--- config.mk ---
export PLATFORM = sky130hd
export DESIGN_NAME = ddrci_host
export DESIGN_NICKNAME = d
export VERILOG_FILES = /design/src/rtl/ddrci_host.v
export VERILOG_INCLUDE_DIRS = /design/src /design/src/rtl
export SDC_FILE = /design/constraint.sdc
export NUM_CORES = 1
export LEC_CHECK = 0
export ABC_AREA = 1
export CELL_PAD_IN_SITES_DETAIL_PLACEMENT = 1
export CELL_PAD_IN_SITES_GLOBAL_PLACEMENT = 1
export CORE_ASPECT_RATIO = 2
export CORE_MARGIN = 2
export CORE_UTILIZATION = 45
export CTS_BUF_LIST = sky130_fd_sc_hd__clkbuf_4
export DETAILED_ROUTE_END_ITERATION = 8
export DONT_BUFFER_PORTS = 1
export PLACE_DENSITY = 0.88
export SETUP_SLACK_MARGIN = 0.4
export SLEW_MARGIN = 20
export SYNTH_ARGS = -nofsm -noshare
export SYNTH_HDL_FRONTEND = slang
export SYNTH_SLANG_ARGS = --single-unit
--- constraint.sdc ---
create_clock -name clock -period 2.25 [get_ports clock]
set_input_delay 0.45 -clock clock [delete_from_list [all_inputs] [get_ports clock]]
set_output_delay 0.45 -clock clock [all_outputs]
set_load 0.1 [all_outputs]
--- src/rtl/ddrci_defs.vh ---
`ifndef DDRCI_DEFS_VH
`define DDRCI_DEFS_VH
// software register offsets
`define DDRCI_REG_CMD      4'h0
`define DDRCI_REG_ADDR     4'h1
`define DDRCI_REG_CTRL     4'h2
`define DDRCI_REG_WDATA    4'h3
`define DDRCI_REG_STATUS   4'h4
`define DDRCI_REG_RDATA    4'h5
`define DDRCI_REG_REFCNT   4'h6
// command codes written to the command register
`define DDRCI_OP_NOP       3'h0
`define DDRCI_OP_ACT       3'h1
`define DDRCI_OP_RD        3'h2
`define DDRCI_OP_WR        3'h3
`define DDRCI_OP_PRE       3'h4
`define DDRCI_OP_REF       3'h5
`define DDRCI_OP_MRS       3'h6
`define DDRCI_OP_ZQ        3'h7
// field positions in the address register
`define DDRCI_AP_BIT       10
`define DDRCI_BC_BIT       12
`define DDRCI_BA_LSB       16
`define DDRCI_RANK_BIT     19
// control register fields
`define DDRCI_CTRL_CKE0    0
`define DDRCI_CTRL_CKE1    1
`define DDRCI_CTRL_ODT0    2
`define DDRCI_CTRL_ODT1    3
`define DDRCI_CTRL_RSTN    4
`define DDRCI_CTRL_HOT     5
`define DDRCI_CTRL_RESET   6'h00
// timing
`define DDRCI_CLK_NS       50
`define DDRCI_ACTIVATE_TO_COLUMN_DELAY_NS      1375
`define DDRCI_TRP_NS       1375
`define DDRCI_TCL_NS       1375
`define DDRCI_NS_SCALE     100
`define DDRCI_LAT_CLKS     11
`define DDRCI_REF_WIN_MS   64
`define DDRCI_REF_CMDS     8192
`define DDRCI_BURST_LEN    8
`define DDRCI_CHOP_LEN     4
`endif

--- src/rtl/ddrci_host.v ---
`timescale 1ns/10ps
`default_nettype none
`include "ddrci_defs.vh"
module ddrci_host #(
    parameter DQ_W       = 8,
    parameter LAT_CLKS   = `DDRCI_LAT_CLKS,
    parameter REF_PERIOD = (`DDRCI_REF_WIN_MS * 1000000) / (`DDRCI_REF_CMDS * `DDRCI_CLK_NS)
) (
    input  wire              clock,
    input  wire              srst,
    input  wire [3:0]        sw_addr,
    input  wire [31:0]       sw_wdata,
    input  wire              sw_wr,
    input  wire              sw_rd,
    output reg  [31:0]       sw_rdata,
    output reg  [14:0]       mem_addr,
    output reg  [2:0]        mem_bank,
    output reg  [1:0]        mem_cs_n,
    output reg               mem_ras_n,
    output reg               mem_cas_n,
    output reg               mem_we_n,
    output reg  [1:0]        mem_cke,
    output reg  [1:0]        mem_termination_enable,
    output reg               mem_reset_n,
    output reg  [DQ_W-1:0]   mem_dq_out,
    output reg               mem_dq_oe,
    input  wire [DQ_W-1:0]   mem_dq_in,
    output reg               mem_write_data_mask,
    output reg               mem_dqs_out,
    output reg               mem_dqs_oe,
    input  wire              mem_dqs_in
);
    localparam [4:0] LAT = LAT_CLKS[4:0];
    localparam RP_W = 20;
    localparam [RP_W-1:0] REF_CNT = REF_PERIOD[RP_W-1:0];
    localparam [1:0] ST_IDLE = 2'h0;
    localparam [1:0] ST_WAIT = 2'h1;
    localparam [1:0] ST_WBUR = 2'h2;
    localparam [1:0] ST_RBUR = 2'h3;

    reg  [1:0]      state_reg;
    reg  [4:0]      wait_reg;
    reg  [3:0]      beat_reg;
    reg  [3:0]      len_reg;
    reg  [2:0]      op_reg;
    reg  [31:0]     adr_reg;
    reg  [5:0]      ctrl_reg;
    reg  [31:0]     wdata_reg;
    reg  [DQ_W-1:0] rdata_reg;
    reg  [RP_W-1:0] ref_tmr_reg;
    reg             ref_due_reg;
    reg  [15:0]     ref_cnt_reg;
    reg  [7:0]      open_reg;
    reg  [DQ_W-1:0] dq_s1_reg;
    reg  [DQ_W-1:0] dq_s2_reg;
    reg             dqs_s1_reg;
    reg             dqs_s2_reg;
    wire            busy;
    wire            go;
    wire [2:0]      bank;
    wire [2:0]      ref_op;
    wire [RP_W-1:0] ref_lim;
    assign busy    = (state_reg != ST_IDLE);
    assign go      = sw_wr && (sw_addr == `DDRCI_REG_CMD) && !busy;
    assign bank    = adr_reg[`DDRCI_BA_LSB +: 3];
    assign ref_op  = `DDRCI_OP_REF;
    // hot case halves the refresh interval
    assign ref_lim = ctrl_reg[`DDRCI_CTRL_HOT] ? {1'b0, REF_CNT[RP_W-1:1]} : REF_CNT;

    // pin inputs through two flops
    always @(posedge clock)
    begin
        dq_s1_reg  <= mem_dq_in;
        dq_s2_reg  <= dq_s1_reg;
        dqs_s1_reg <= mem_dqs_in;
        dqs_s2_reg <= dqs_s1_reg;
    end

    // software register writes
    always @(posedge clock)
    begin
        if (srst)
        begin
            adr_reg   <= 32'h00000000;
            ctrl_reg  <= `DDRCI_CTRL_RESET;
            wdata_reg <= 32'h00000000;
        end
        else if (sw_wr)
        begin
            case (sw_addr)
                `DDRCI_REG_ADDR:  adr_reg   <= sw_wdata;
                `DDRCI_REG_CTRL:  ctrl_reg  <= sw_wdata[5:0];
                `DDRCI_REG_WDATA: wdata_reg <= sw_wdata;
                default:          ;
            endcase
        end
    end

    // per-rank controls and device reset
    always @(posedge clock)
    begin
        if (srst)
        begin
            mem_cke                <= 2'h0;
            mem_termination_enable <= 2'h0;
            mem_reset_n            <= 1'b0;
        end
        else
        begin
            mem_cke                <= ctrl_reg[1:0];
            mem_termination_enable <= ctrl_reg[3:2];
            mem_reset_n            <= ctrl_reg[`DDRCI_CTRL_RSTN];
        end
    end

    // refresh interval timer
    always @(posedge clock)
    begin
        if (srst)
        begin
            ref_tmr_reg <= {RP_W{1'b0}};
            ref_due_reg <= 1'b0;
            ref_cnt_reg <= 16'h0000;
        end
        else
        begin
            if (ref_tmr_reg >= ref_lim - 1'b1)
                ref_tmr_reg <= {RP_W{1'b0}};
            else
                ref_tmr_reg <= ref_tmr_reg + 1'b1;
            // a new due wins over the clear
            if (ref_tmr_reg >= ref_lim - 1'b1)
                ref_due_reg <= 1'b1;
            else if (go && sw_wdata[2:0] == ref_op)
                ref_due_reg <= 1'b0;
            if (go && sw_wdata[2:0] == ref_op)
                ref_cnt_reg <= ref_cnt_reg + 1'b1;
        end
    end

    // command sequencer and data bursts
    always @(posedge clock)
    begin
        if (srst)
        begin
            state_reg           <= ST_IDLE;
            wait_reg            <= 5'h00;
            beat_reg            <= 4'h0;
            len_reg             <= 4'h0;
            op_reg              <= `DDRCI_OP_NOP;
            open_reg            <= 8'h00;
            rdata_reg           <= {DQ_W{1'b0}};
            mem_cs_n            <= 2'h3;
            mem_ras_n           <= 1'b1;
            mem_cas_n           <= 1'b1;
            mem_we_n            <= 1'b1;
            mem_addr            <= 15'h0000;
            mem_bank            <= 3'h0;
            mem_dq_out          <= {DQ_W{1'b0}};
            mem_dq_oe           <= 1'b0;
            mem_write_data_mask <= 1'b0;
            mem_dqs_out         <= 1'b0;
            mem_dqs_oe          <= 1'b0;
        end
        else
        begin
            mem_cs_n  <= 2'h3;
            mem_ras_n <= 1'b1;
            mem_cas_n <= 1'b1;
            mem_we_n  <= 1'b1;
            case (state_reg)
                ST_IDLE:
                begin
                    mem_dq_oe  <= 1'b0;
                    mem_dqs_oe <= 1'b0;
                    if (go && sw_wdata[2:0] != `DDRCI_OP_NOP)
                    begin
                        op_reg   <= sw_wdata[2:0];
                        // chip select picks the rank
                        mem_cs_n <= adr_reg[`DDRCI_RANK_BIT] ? 2'h1 : 2'h2;
                        mem_bank <= bank;
                        mem_addr <= adr_reg[14:0];
                        // reads also cover the device's registering edge and the two input flops
                        wait_reg <= (sw_wdata[2:0] == `DDRCI_OP_RD) ? LAT + 5'h03 : LAT;
                        state_reg <= ST_WAIT;
                        // strobe encoding per command
                        case (sw_wdata[2:0])
                            `DDRCI_OP_ACT:
                            begin
                                mem_ras_n <= 1'b0;
                                open_reg[bank] <= 1'b1;
                            end
                            `DDRCI_OP_RD:  mem_cas_n <= 1'b0;
                            `DDRCI_OP_WR:
                            begin
                                mem_cas_n <= 1'b0;
                                mem_we_n  <= 1'b0;
                            end
                            `DDRCI_OP_PRE:
                            begin
                                mem_ras_n <= 1'b0;
                                mem_we_n  <= 1'b0;
                                if (adr_reg[`DDRCI_AP_BIT])
                                    open_reg <= 8'h00;
                                else
                                    open_reg[bank] <= 1'b0;
                            end
                            `DDRCI_OP_REF:
                            begin
                                mem_ras_n <= 1'b0;
                                mem_cas_n <= 1'b0;
                            end
                            `DDRCI_OP_MRS:
                            begin
                                mem_ras_n <= 1'b0;
                                mem_cas_n <= 1'b0;
                                mem_we_n  <= 1'b0;
                            end
                            default: mem_we_n <= 1'b0;
                        endcase
                        // chop length from a12
                        len_reg <= adr_reg[`DDRCI_BC_BIT] ? 4'h8 : 4'h4;
                    end
                end
                ST_WAIT:
                begin
                    // spacing of eleven clocks, fourteen after a read
                    wait_reg <= wait_reg - 1'b1;
                    if (wait_reg == 5'h01)
                    begin
                        beat_reg <= 4'h0;
                        if (op_reg == `DDRCI_OP_WR)
                            state_reg <= ST_WBUR;
                        else if (op_reg == `DDRCI_OP_RD)
                            state_reg <= ST_RBUR;
                        else
                            state_reg <= ST_IDLE;
                        if (op_reg == `DDRCI_OP_RD && adr_reg[`DDRCI_AP_BIT])
                            open_reg[bank] <= 1'b0;
                    end
                end
                ST_WBUR:
                begin
                    // one beat per clock, strobe toggles on the same edge as the data
                    mem_dq_oe           <= 1'b1;
                    mem_dqs_oe          <= 1'b1;
                    mem_dq_out          <= wdata_reg[beat_reg[1:0]*DQ_W +: DQ_W];
                    mem_write_data_mask <= wdata_reg[28 + beat_reg[1:0]];
                    mem_dqs_out         <= beat_reg[0];
                    beat_reg            <= beat_reg + 1'b1;
                    if (beat_reg == len_reg - 1'b1)
                    begin
                        state_reg <= ST_IDLE;
                        if (adr_reg[`DDRCI_AP_BIT])
                            open_reg[bank] <= 1'b0;
                    end
                end
                ST_RBUR:
                begin
                    // capture data with the device strobe
                    if (dqs_s2_reg)
                        rdata_reg <= dq_s2_reg;
                    beat_reg <= beat_reg + 1'b1;
                    if (beat_reg == len_reg - 1'b1)
                        state_reg <= ST_IDLE;
                end
                default: state_reg <= ST_IDLE;
            endcase
        end
    end

    // read mux, data one cycle later
    always @(posedge clock)
    begin
        if (srst)
            sw_rdata <= 32'h00000000;
        else if (sw_rd)
        begin
            case (sw_addr)
                `DDRCI_REG_ADDR:   sw_rdata <= adr_reg;
                `DDRCI_REG_CTRL:   sw_rdata <= {26'h0, ctrl_reg};
                `DDRCI_REG_WDATA:  sw_rdata <= wdata_reg;
                `DDRCI_REG_STATUS: sw_rdata <= {22'h0, ref_due_reg, busy, open_reg};
                `DDRCI_REG_RDATA:  sw_rdata <= {{(32-DQ_W){1'b0}}, rdata_reg};
                `DDRCI_REG_REFCNT: sw_rdata <= {16'h0, ref_cnt_reg};
                default:           sw_rdata <= 32'h00000000;
            endcase
        end
        else
            sw_rdata <= 32'h00000000;
    end
endmodule // ddrci_host
`default_nettype wire

==> results of run 1 <==
routing by layer:
metal	global-route usage	up-vias	share of wire
li1	-	4266	-
met1	0.289	4560	0.32
met2	0.616	467	0.52
met3	0.0659	219	0.054
met4	0.318	0	0.11
met5	0	-	0
worst max-delay path, delay by kind of cell:
kind                   cells  cell delay (ns)
AOI/OAI and AO/OA          1             0.11
and+or+nand+nor            1             0.47
buffers and inverters      3             1.40
synthesized netlist by cell type, types with 2 or more instances:
cell type and n:
inv_2 7, nand3_1 65, clkbuf_1 25, buf_1 3
inv_1 112, o21ai_0 119, nor3_2 2, a21oi_1 154
o211ai_1 13, nand3_2 2, xnor2_1 2, nor2_2 6
nand4_1 17, nor2_4 4, nand2_1 228, a211oi_1 6
xor2_1 9, clkinv_1 2, ha_1 14, nand2_2 4
nor2_1 95, dfxtp_1 227, buf_4 5, o221ai_1 6
a31oi_1 7, nor3_1 8, o22ai_1 6, o21ai_1 10
nor3b_1 2, buf_2 25
worst paths after layout:
path / startpoint / endpoint / slack (ns) / cells after the start
worst min register to register: dq_s1_reg[7] / dq_s2_reg[7] / 0.33 / 0
worst min-delay path: sw_wdata[1] / mem_we_n / 0.03 / 2
worst max register to register: state_reg[0] / mem_addr[14] / 0.42 / 9
worst max-delay path: srst / sw_rdata[31] / 0.34 / 5
logic make-up (layout without fill, tap and decap cells):
logic type | after synthesis | in the layout | share of synthesized area
flip-flops | 227 | 227 | 0.496
adder cells (fa/ha/maj) | 14 | 14 | 0.0191
AND/OR/NAND/NOR | 437 | 437 | 0.206
AO/OA/AOI/OAI | 324 | 324 | 0.188
buffers and inverters | 180 | 347 | 0.0793
XOR/XNOR | 11 | 11 | 0.0105
other | 1 | 13 | 0.000409
cell usage in the layout, fill, tap and decap left out, drive strengths merged:
cell type,n
nand2,233
dfxtp,227
a21oi,156
o21ai,129
inv,120
nor2,105
buf,96
clkbuf,72
nand3,68
dlygate4sd3,50
nand4,17
ha,14
o211ai,13
conb,11
nor3,10
xor2,9
a31oi,7
clkinv,7
o221ai,6
o22ai,6
a211oi,6
diode,2
nor3b,2
xnor2,2
clkinvlp,2
and3b,1
o21a,1
and2,1
layout make-up:
type	instances	area (um2)	area share
multi-input cells	797	3970	0.353
diodes	2	5.00	0.000445
flip-flops and latches	227	4550	0.405
clock buffers	72	541	0.0481
clock inverters	7	33.8	0.00301
well taps	262	328	0.0292
repair buffers	146	1350	0.120
inverters	122	459	0.0409
power groups by stage:
stage                     Sequential, mW  Combinational, mW  Clock [mW]
after global routing                4.44               2.31        3.38
after floorplan                     4.91              0.963           0
final                               4.43               2.16        3.16
after detailed placement            4.49               1.83           0
after global placement              4.48               1.77           0
after CTS                           4.40               2.03        3.12
what timing repair did:
| item | in CTS | in global routing |
|---|---|---|
| buffers inserted | 2 | 5 |
| endpoints found under the hold margin | 106 | 0 |
| resized for setup | 12 | 26 |
| pin swaps | 1 | 4 |
| hold buffers | 51 | 0 |
| endpoints found under the setup margin | 20 | 53 |
==> results.txt, run 1 <==
----------------------------------------------------
[Run status]
  Run status ... finished clean

[Critical path]
  WS Path Type ... input port to register
  Cell with the largest stage delay on the worst path ... dlygate4sd3_1
  Crit Path Max Fanout ... 16
  Setup crit start kind ... input port
  Peak per-stage delay on the critical path ... 0.80 ns
  Crit path arrival time ... 2.46 ns
  Worst Path Required ... 2.80 ns
  Critical Path, Cell by Cell ... dlygate4sd3_1, inv_2, nand2_1, buf_4, a21oi_1
  Critical path capture point type ... register

[GRT]
  Number of global-route vias before repair ... 10200
  Overflow after GRT ... 0
  Pin count of the biggest net entering global routing ... 96
  Global-route wire length before repair ... 55300 um
  Global Route Usage Sum ... 0.332
  Number of antenna violations at the first check in global routing ... 2

[Worst hold path]
  Hold crit path type ... input port to register

[Synth]
  Cell types with the largest area share after synthesis ... dfxtp_1 (50%), nand2_1 (9.3%), a21oi_1 (8.4%)
  Sequential element share of the synthesized area ... 0.496
  Post-synthesis cell type count ... 39
  Area share of the leading cell type in the synthesized netlist ... 0.496
  Instance count of the mapped netlist ... 1194
  Count of flip-flops with a built-in enable after synthesis ... 0
  Synthesis-stage register bit count ... 227
  Avg Synthesized Cell Area ... 7.67 um2
  Area leader, netlist ... dfxtp_1
  Asr flop ratio synth ... 0
  Ys Warns ... 0
  Main flop type after synthesis ... dfxtp_1
  Cell Area, Synth ... 9160 um2

[Routing]
  DRC violations left ... 0
  Via count ... 9512
  Avg WL per Cell ... 22.5 um
  Post-detailed-routing wire length ... 36800 um
  Vias/cell ... 5.82
  Number of routed nets with antenna violations ... 0
  Drt initial violations ... 506
  Total iterations of the first detailed-routing run ... 5

[STA]
  Worst Slack Setup Final ... 0.339 ns
  Fmax ... 523 MHz
  Worst Tran Pin Value ... 0.800 ns
  Setup repair after global routing missed its margin ... yes
  Clock skew after layout ... 0.0729 ns
  Crit path time final ... 1.91 ns
  Worst slack on hold paths ... 0.0323 ns
  Final hold vios ... 0
  Final period utilization ... 0.849
  Headroom to the max-slew limit ... 0.465
  Setup total negative slack ... 0 ns
  Final max-slew violation count ... 0
  Number of setup violations in the final report ... 0

[Placement]
  Port buffer count ... 0
  Total cell area at the placement stage ... 9950 um2
  Final weighted congestion in routability-driven placement ... 0.906
  Pre-CTS setup slack ... 0.299 ns
  Final HPWL from detailed placement ... 22100 um
  Number of instances in the placed design ... 1496

[Power and ir drop]
  Internal power summed over all cells ... 6.33 mW
  Leakage power summed over all cells ... 4.35 nW
  Part of the total power dissipated in the clock network ... 0.324
  Power share of the combinational group ... 0.222
  Net Sw Frac ... 0.351
  Max IR drop VDD ... 469 uV
  Power share of the sequential group ... 0.454
  Power spent charging and discharging nets ... 3.42 mW
  Total power of the final layout ... 9.75 mW
  Power per cell area ... 868 nW/um2

[Flow run]
  Maxcap violations ... 0

[Clocking]
  H-Tree Level Count ... 2
  Clock tree sinks ... 227
  TritonCTS clock tree ... built
  Clk slew on worst S/H paths ... 0.06 ns
  Clock insertion delay at the later pin of the skew report ... 0.74 ns
  Cell chosen for the clock root ... clkbuf_4
  Max clock buf depth ... 3
  TritonCTS Buffers ... 51

[Floorplan]
  Area inside the core boundary ... 19900 um2
  Count of pins on the block boundary ... 121
  Height of the chip ... 206 um
  Row count ... 73
  Die W ... 105 um
  Initial core utilization ... 0.460
  Die footprint ... 21600 um2

[Final layout]
  Syn-to-layout area delta ... 22.6%
  Share of post-route cells with drive strength above 1 ... 0.158
  Final non-filler cell total ... 1635
  Layout Cell Area excl Fill ... 11200 um2
  Final core utilization ... 0.564
  Number of filler instances in the final layout ... 2546
  Net count, final ... 1408

----------------------------------------------------
(Power assumes the default switching activity.)
==> run 2: changes to the inputs <==
==> constraint.sdc (replaced) <==
create_clock -name clock -period 2 [get_ports clock]
set_input_delay 0.4 -clock clock [delete_from_list [all_inputs] [get_ports clock]]
set_output_delay 0.4 -clock clock [all_outputs]
set_load 0.1 [all_outputs]
==> results.txt, run 2 <==
----------------------------------------------------
[Run status]
  Run status ... did not finish
  Stage reached ... 5_1_grt
  First Error ... [ERROR GRT-0232] Routing congestion too high. Check the congestion heatmap in the GUI.

[Synth]
  Synthesis-stage register bit count ... 227 (unchanged)
  Area leader, netlist ... dfxtp_1
  Cell Area, Synth ... 9160 um2 (unchanged)
  Ys Warns ... 0 (unchanged)
  Instance count of the mapped netlist ... 1194 (unchanged)
  Post-synthesis cell type count ... 39 (unchanged)
  Count of flip-flops with a built-in enable after synthesis ... 0 (unchanged)
  Area share of the leading cell type in the synthesized netlist ... 0.496 (unchanged)
  Main flop type after synthesis ... dfxtp_1
  Asr flop ratio synth ... 0 (unchanged)
  Sequential element share of the synthesized area ... 0.496 (unchanged)
  Avg Synthesized Cell Area ... 7.67 um2 (unchanged)
  Dominant cell by count in the synthesized netlist ... nand2_1
  Cell types with the largest area share after synthesis ... dfxtp_1 (50%), nand2_1 (9.3%), a21oi_1 (8.4%)
  Most instantiated cells after synthesis ... nand2_1 (228), dfxtp_1 (227), a21oi_1 (154), o21ai_0 (119), inv_1 (112)

[Floorplan]
  Row count ... 73 (unchanged)
  Initial core utilization ... 0.460 (unchanged)
  Height of the chip ... 206 um (unchanged)
  Die W ... 105 um (unchanged)
  Count of pins on the block boundary ... 121 (unchanged)

[GRT]
  Pin count of the biggest net entering global routing ... 61
  Global Route Usage Sum ... 0.541
  Overflow after GRT ... 3

[Placement]
  Number of instances in the placed design ... 1500 (+0.27%)
  Final HPWL from detailed placement ... 22400 um (+1.2%)
  Port buffer count ... 0 (unchanged)
  Final weighted congestion in routability-driven placement ... 0.906 (about the same)
  Total cell area at the placement stage ... 9990 um2 (+0.48%)

[Clocking]
  Cell chosen for the clock root ... clkbuf_4
  H-Tree Level Count ... 2 (unchanged)
  Clock tree sinks ... 227 (unchanged)
  Max clock buf depth ... 3 (unchanged)
  TritonCTS Buffers ... 51 (unchanged)

[STA]
  Worst-path endpoint after global-route repair_timing ... open_reg[6]$_SDFFE_PP0P_/D
  Kind of endpoint with the least setup slack ... sequential cell input

----------------------------------------------------
==> run 2: timing repair <==
item	in CTS
buffers inserted	17
hold endpoints to repair	113
hold buffers	55
gates resized for setup	320
setup endpoints to repair	134
gates cloned	1
pin swaps	14
==> run 2: logic make-up after synthesis <==
group | Yosys count | synth area share
and+or+nand+nor | 437 | 0.206
other | 1 | 0.000409
AOI/OAI and AO/OA | 324 | 0.188
xor gates and xnor gates | 11 | 0.0105
adders and majority gates | 14 | 0.0191
DFF | 227 | 0.496
buffers and inverters | 180 | 0.0793
==> run 2: through the flow <==
stage	setup slack, ns	hold WS, ns
floorplan	0.408	0.310
global placement	0.220	0.311
detailed placement	0.150	0.313
CTS	0.273	0.000245
==> run 2: metal layers <==
| layer | overflow | GRT usage |
|---|---|---|
| met5 | 0 | 0 |
| met4 | 1 | 0.582 |
| met3 | 0 | 0.241 |
| met2 | 2 | 0.834 |
| met1 | 0 | 0.506 |
==> run 3: changes to the inputs <==
==> config.mk (replaced) <==
export PLATFORM = sky130hd
export DESIGN_NAME = ddrci_host
export DESIGN_NICKNAME = d
export VERILOG_FILES = /design/src/rtl/ddrci_host.v
export VERILOG_INCLUDE_DIRS = /design/src /design/src/rtl
export SDC_FILE = /design/constraint.sdc
export NUM_CORES = 1
export LEC_CHECK = 0
export ABC_AREA = 1
export CORE_MARGIN = 2
export CORE_UTILIZATION = 30
export DETAILED_ROUTE_END_ITERATION = 8
export DONT_BUFFER_PORTS = 1
export PLACE_DENSITY_LB_ADDON = 0.15
export SLEW_MARGIN = 20
export SYNTH_ARGS = -nofsm -noshare
export SYNTH_HDL_FRONTEND = slang
export SYNTH_SLANG_ARGS = --single-unit
==> results.txt, run 3 (synthesis results as in run 1) <==
----------------------------------------------------
[Clocking]
  TritonCTS Buffers ... 27 (-47%)
  Clock tree sinks ... 227 (unchanged)
  TritonCTS clock tree ... built
  Clock insertion delay at the later pin of the skew report ... 0.54 ns
  Max clock buf depth ... 3 (unchanged)
  Post-CTS Setup Bufs ... 0 (-17)
  H-Tree Level Count ... 1 (-1)
  Cell chosen for the clock root ... clkbuf_16
  Clk slew on worst S/H paths ... 0.06 ns

[Power and ir drop]
  Power spent charging and discharging nets ... 3.70 mW
  Internal power summed over all cells ... 8.66 mW
  Net Sw Frac ... 0.299
  Part of the total power dissipated in the clock network ... 0.426
  Max IR drop VDD ... 501 uV
  Power share of the sequential group ... 0.400
  Power per cell area ... 1090 nW/um2
  Leakage power summed over all cells ... 4.32 nW
  Power share of the combinational group ... 0.174

[Flow run]
  Maxcap violations ... 0

[Routing]
  Total iterations of the first detailed-routing run ... 5
  DRC violations left ... 0
  Drt initial violations ... 479
  Post-detailed-routing wire length ... 28600 um
  Via count ... 8039
  Number of routed nets with antenna violations ... 0
  Avg WL per Cell ... 16.9 um
  Vias/cell ... 4.74

[GRT]
  Number of global-route vias before repair ... 7732
  Global Route Usage Sum ... 0.180
  Pin count of the biggest net entering global routing ... 43
  Global-route wire length before repair ... 44500 um
  Number of antenna violations at the first check in global routing ... 0
  Overflow after GRT ... 0

[Final layout]
  Syn-to-layout area delta ... 23.6%
  Most frequent cells in the layout ... nand2_1 (228), dfxtp_1 (226), a21oi_1 (154), o21ai_0 (119), inv_1 (111)
  Layout Cell Area excl Fill ... 11300 um2
  Commonest non-fill, non-tap cell in the layout ... nand2_1
  Final non-filler cell total ... 1697
  Share of post-route cells with drive strength above 1 ... 0.135
  Antenna cell count ... 0
  Net count, final ... 1350

[STA]
  Worst Tran Pin Value ... 0.548 ns
  Final hold vios ... 0
  Setup repair after global routing missed its margin ... yes
  Setup total negative slack ... 0 ns
  Final period utilization ... 0.896
  Fmax ... 558 MHz
  Clock skew after layout ... 0.00893 ns
  Headroom to the max-slew limit ... 0.638
  Final max-slew violation count ... 0
  Number of setup violations in the final report ... 0
  Crit path time final ... 1.79 ns

[Placement]
  Final HPWL from detailed placement ... 20400 um (-8.7%)
  Port buffer count ... 0 (unchanged)
  Number of instances in the placed design ... 1635 (+9.0%)
  Final weighted congestion in routability-driven placement ... 0.873 (-3.7%)
  Total cell area at the placement stage ... 10200 um2 (+2.1%)

[Floorplan]
  Initial core utilization ... 0.307 (-0.153)
  Height of the chip ... 179 um (-13%)
  Area inside the core boundary ... 29900 um2
  Count of pins on the block boundary ... 121 (unchanged)
  Die W ... 179 um (+70%)
  Row count ... 63 (-14%)
  Die footprint ... 32000 um2

[Critical path]
  Most repeated library cell on the critical path ... nand2_1
  Critical Path, Cell by Cell ... inv_1, ha_1, inv_1, nand2_1, a21oi_1, nand2_1, nor2_4, nand4_1, nand2_1, nor2_1
  Crit path arrival time ... 2.22 ns
  Crit Path Max Fanout ... 8
  Bufs and invs on worst path ... 2
  Family of cells with the greatest summed delay on the critical path ... simple AND/OR/NAND/NOR gates
  Cell with the largest stage delay on the worst path ... dfxtp_1
  Critical path capture point type ... register
  Setup crit start kind ... register
  WS Path Type ... register to register
  Peak per-stage delay on the critical path ... 0.38 ns
  Worst Path Required ... 2.43 ns

[Run status]
  Run status ... finished clean

[Worst hold path]
  Hold crit path type ... input port to register

----------------------------------------------------
## run 3: power groups by stage
stage	Clock, mW	Sequential, mW	Combinational [mW]
finish	5.27	4.94	2.15
global route	5.59	4.97	2.37
CTS	5.42	4.94	2.13
detailed placement	0	5.04	2.08
global placement	0	5.04	2.07
floorplan	0	5.53	1.08
## run 3: through the flow
stage,power (mW),util,worst slack [ns],hold slack [ns]
floorplan,6.61,-,0.226,0.310
global placement,7.11,0.342,0.244,0.314
detailed placement,7.12,0.342,0.183,0.312
CTS,12.5,0.379,0.170,0.00131
global route,12.9,0.379,0.0188,0.0174
finish,12.4,0.379,0.209,0.0211
## run 3: worst reg2reg max path, stage by stage (launching register included)
cell,delay [ns]
dfxtp_1,0.38
inv_1,0.08
ha_1,0.24
inv_1,0.16
nand2_1,0.07
a21oi_1,0.17
nand2_1,0.11
nor2_4,0.21
nand4_1,0.13
nand2_1,0.10
nor2_1,0.04
## run 3: worst paths after layout
kind         cells past startpoint          end  slack, ns    startpoint
max                             10  open_reg[7]       0.21  state_reg[1]
min                              2    op_reg[2]       0.02   sw_wdata[2]
max reg2reg                     10  open_reg[7]       0.21  state_reg[1]
min reg2reg                      0   dqs_s2_reg       0.32    dqs_s1_reg
## run 3: area by class of cell
cell class	instances	area (um2)
inverter	122	459
multi-input combinational	797	3940
tap	390	488
timing repair buffer	112	928
fill	3143	18600
clock buffer	37	763
sequential	227	4550
clock inverter	12	198
## run 3: repair_timing
| item | in CTS | in global routing |
|---|---|---|
| hold buffers | 13 | 0 |
| setup endpoints to repair | 0 | 11 |
| endpoints found under the hold margin | 52 | 0 |
| resized for setup | 0 | 2 |
## run 3: routing by layer
| layer | vias up | global-route usage | share of wire |
|---|---|---|---|
| met4 | 0 | 0.0423 | 0.020 |
| met2 | 188 | 0.294 | 0.45 |
| met1 | 3686 | 0.240 | 0.46 |
| li1 | 4125 | - | - |
| met3 | 40 | 0.0407 | 0.066 |
| met5 | - | 0 | 0 |
==> run 4: changes to the inputs <==
==> constraint.sdc (replaced) <==
create_clock -name clock -period 2.3 [get_ports clock]
set_input_delay 0.46 -clock clock [delete_from_list [all_inputs] [get_ports clock]]
set_output_delay 0.46 -clock clock [all_outputs]
set_load 0.1 [all_outputs]
==> results.txt, run 4 (synthesis results as in run 1) <==
----------------------------------------------------
[Routing]
  Avg WL per Cell ... 17.0 um (+0.96%)
  Vias/cell ... 4.76 (+0.42%)
  Drt initial violations ... 473 (-1.3%)
  DRC violations left ... 0 (unchanged)
  Number of routed nets with antenna violations ... 0 (unchanged)
  Post-detailed-routing wire length ... 28700 um (+0.37%)
  Total iterations of the first detailed-routing run ... 5 (unchanged)
  Via count ... 8025 (-0.17%)

[Power and ir drop]
  Power share of the combinational group ... 0.169 (-0.005)
  Total power of the final layout ... 10.8 mW (-13%)
  Power spent charging and discharging nets ... 3.20 mW (-14%)
  Part of the total power dissipated in the clock network ... 0.431 (+0.005)
  Net Sw Frac ... 0.297 (-0.00249)
  Power share of the sequential group ... 0.399 (about the same)
  Leakage power summed over all cells ... 4.30 nW (-0.53%)
  Power per cell area ... 957 nW/um2 (-12%)
  Internal power summed over all cells ... 7.57 mW (-13%)
  Max IR drop VDD ... 572 uV (+14%)

[Final layout]
  Layout Cell Area excl Fill ... 11300 um2 (-0.53%)
  Most frequent cells in the layout ... nand2_1 (228), dfxtp_1 (226), a21oi_1 (154), o21ai_0 (119), inv_1 (111)
  Area of combinational cells with multiple inputs ... 3930 um2 (-0.25%)
  Antenna cell count ... 0 (unchanged)
  Number of filler instances in the final layout ... 3113 (-0.95%)
  Share of post-route cells with drive strength above 1 ... 0.132 (-0.00358)
  Commonest non-fill, non-tap cell in the layout ... nand2_1
  Final core utilization ... 0.377 (-0.00201)
  Final non-filler cell total ... 1687 (-0.59%)
  Sequential cell area ... 4550 um2 (unchanged)
  Net count, final ... 1342 (-0.59%)
  Syn-to-layout area delta ... 22.9%

[Critical path]
  Critical path capture point type ... register
  Family of cells with the greatest summed delay on the critical path ... simple AND/OR/NAND/NOR gates
  Crit path arrival time ... 2.36 ns (+0.14 ns)
  WS Path Type ... register to register
  Bufs and invs on worst path ... 2 (unchanged)
  Worst Path Required ... 2.73 ns (+0.30 ns)
  Cell with the largest stage delay on the worst path ... dfxtp_1
  Crit Path Max Fanout ... 9 (+1)
  Critical Path, Cell by Cell ... inv_1, ha_1, inv_1, nand2_1, a21oi_1, nand2_1, nor2_2, nand4_1, nand2_1, nor2_1
  Setup crit start kind ... register
  Most repeated library cell on the critical path ... nand2_1
  Peak per-stage delay on the critical path ... 0.38 ns (about the same)

[STA]
  Worst slack on hold paths ... 0.0234 ns (+0.00234 ns)
  Fmax ... 518 MHz (-7.2%)
  Clock skew after layout ... 0.0135 ns (+0.00458 ns)
  Final max-slew violation count ... 0 (unchanged)
  Number of setup violations in the final report ... 0 (unchanged)
  Headroom to the max-slew limit ... 0.371 (-0.267)
  Worst Slack Setup Final ... 0.370 ns (+0.161 ns)
  Setup total negative slack ... 0 ns (unchanged)
  Final hold vios ... 0 (unchanged)
  Worst Tran Pin Value ... 0.940 ns (+0.392 ns)
  Crit path time final ... 1.93 ns (+0.139 ns)
  Final period utilization ... 0.839 (-0.0564)
  Setup repair after global routing missed its margin ... no

[Worst hold path]
  Hold crit path type ... input port to register

[Flow run]
  Maxcap violations ... 0 (unchanged)

[Floorplan]
  Row count ... 63 (unchanged)
  Initial core utilization ... 0.307 (unchanged)
  Count of pins on the block boundary ... 121 (unchanged)
  Height of the chip ... 179 um (unchanged)
  Die W ... 179 um (unchanged)
  Area inside the core boundary ... 29900 um2 (unchanged)
  Die footprint ... 32000 um2 (unchanged)

[GRT]
  Number of global-route vias before repair ... 7519 (-2.8%)
  Overflow after GRT ... 0 (unchanged)
  Number of antenna violations at the first check in global routing ... 1 (+1)
  Pin count of the biggest net entering global routing ... 37 (-14%)
  Global-route wire length before repair ... 43700 um (-1.8%)
  Global Route Usage Sum ... 0.178 (-0.00173)

[Clocking]
  Post-CTS Setup Bufs ... 0 (unchanged)
  TritonCTS clock tree ... built
  H-Tree Level Count ... 1 (unchanged)
  TritonCTS Buffers ... 26 (-3.7%)
  Clock tree sinks ... 227 (unchanged)
  Clk slew on worst S/H paths ... 0.07 ns (about the same)
  Max clock buf depth ... 3 (unchanged)
  Cell chosen for the clock root ... clkbuf_16
  Clock insertion delay at the later pin of the skew report ... 0.54 ns (about the same)

[Placement]
  Pre-CTS setup slack ... 0.349 ns (+0.166 ns)
  Total cell area at the placement stage ... 10200 um2 (-0.44%)
  Port buffer count ... 0 (unchanged)
  Final HPWL from detailed placement ... 20300 um (-0.63%)
  Number of instances in the placed design ... 1629 (-0.37%)
  Final weighted congestion in routability-driven placement ... 0.879 (+0.69%)

[Run status]
  Run status ... finished clean

----------------------------------------------------
[run 4: what timing repair did]
| item | in CTS | in global routing |
|---|---|---|
| hold buffers | 12 | 0 |
| resized for setup | 0 | 0 |
| hold endpoints to repair | 22 | 0 |
[run 4: area by class of cell]
| class | count | area share |
|---|---|---|
| Clock inverter | 10 | 0.0163 |
| Tap cell | 390 | 0.0433 |
| Inverter | 122 | 0.0408 |
| Sequential cell | 227 | 0.404 |
| Clock buffer | 36 | 0.0701 |
| Timing Repair Buffer | 105 | 0.0769 |
| Multi-Input combinational cell | 797 | 0.349 |
[run 4: worst paths after layout]
path	start	end	slack, ns	depth (start not counted)
worst max-delay path	state_reg[1]	open_reg[1]	0.37	10
worst min-delay path	srst	mem_cke[1]	0.02	1
worst max register to register	state_reg[1]	open_reg[1]	0.37	10
worst min register to register	dq_s1_reg[0]	dq_s2_reg[0]	0.32	0
[run 4: layer usage]
metal / global-route usage / routed length [um] / share of wire
met1: 0.237 / 13100 / 0.45
met5: 0 / 10 / 0.00035
met4: 0.0379 / 538 / 0.019
met2: 0.301 / 13400 / 0.47
met3: 0.0320 / 1710 / 0.059
[run 4: worst reg2reg max path, cell delays in order, from the launching register on]
cell     delay, ns
dfxtp_1       0.38
inv_1         0.08
ha_1          0.23
inv_1         0.24
nand2_1       0.09
a21oi_1       0.16
nand2_1       0.08
nor2_2        0.30
nand4_1       0.14
nand2_1       0.10
nor2_1        0.04
[run 4: power by group through the flow]
stage	logic (mW)	clock network (mW)	registers, mW
2_1_floorplan	0.942	0	4.80
3_3_place_gp	1.78	0	4.38
3_5_place_dp	1.78	0	4.39
4_1_cts	1.83	4.75	4.30
5_1_grt	2.00	4.89	4.32
6_report	1.82	4.65	4.30
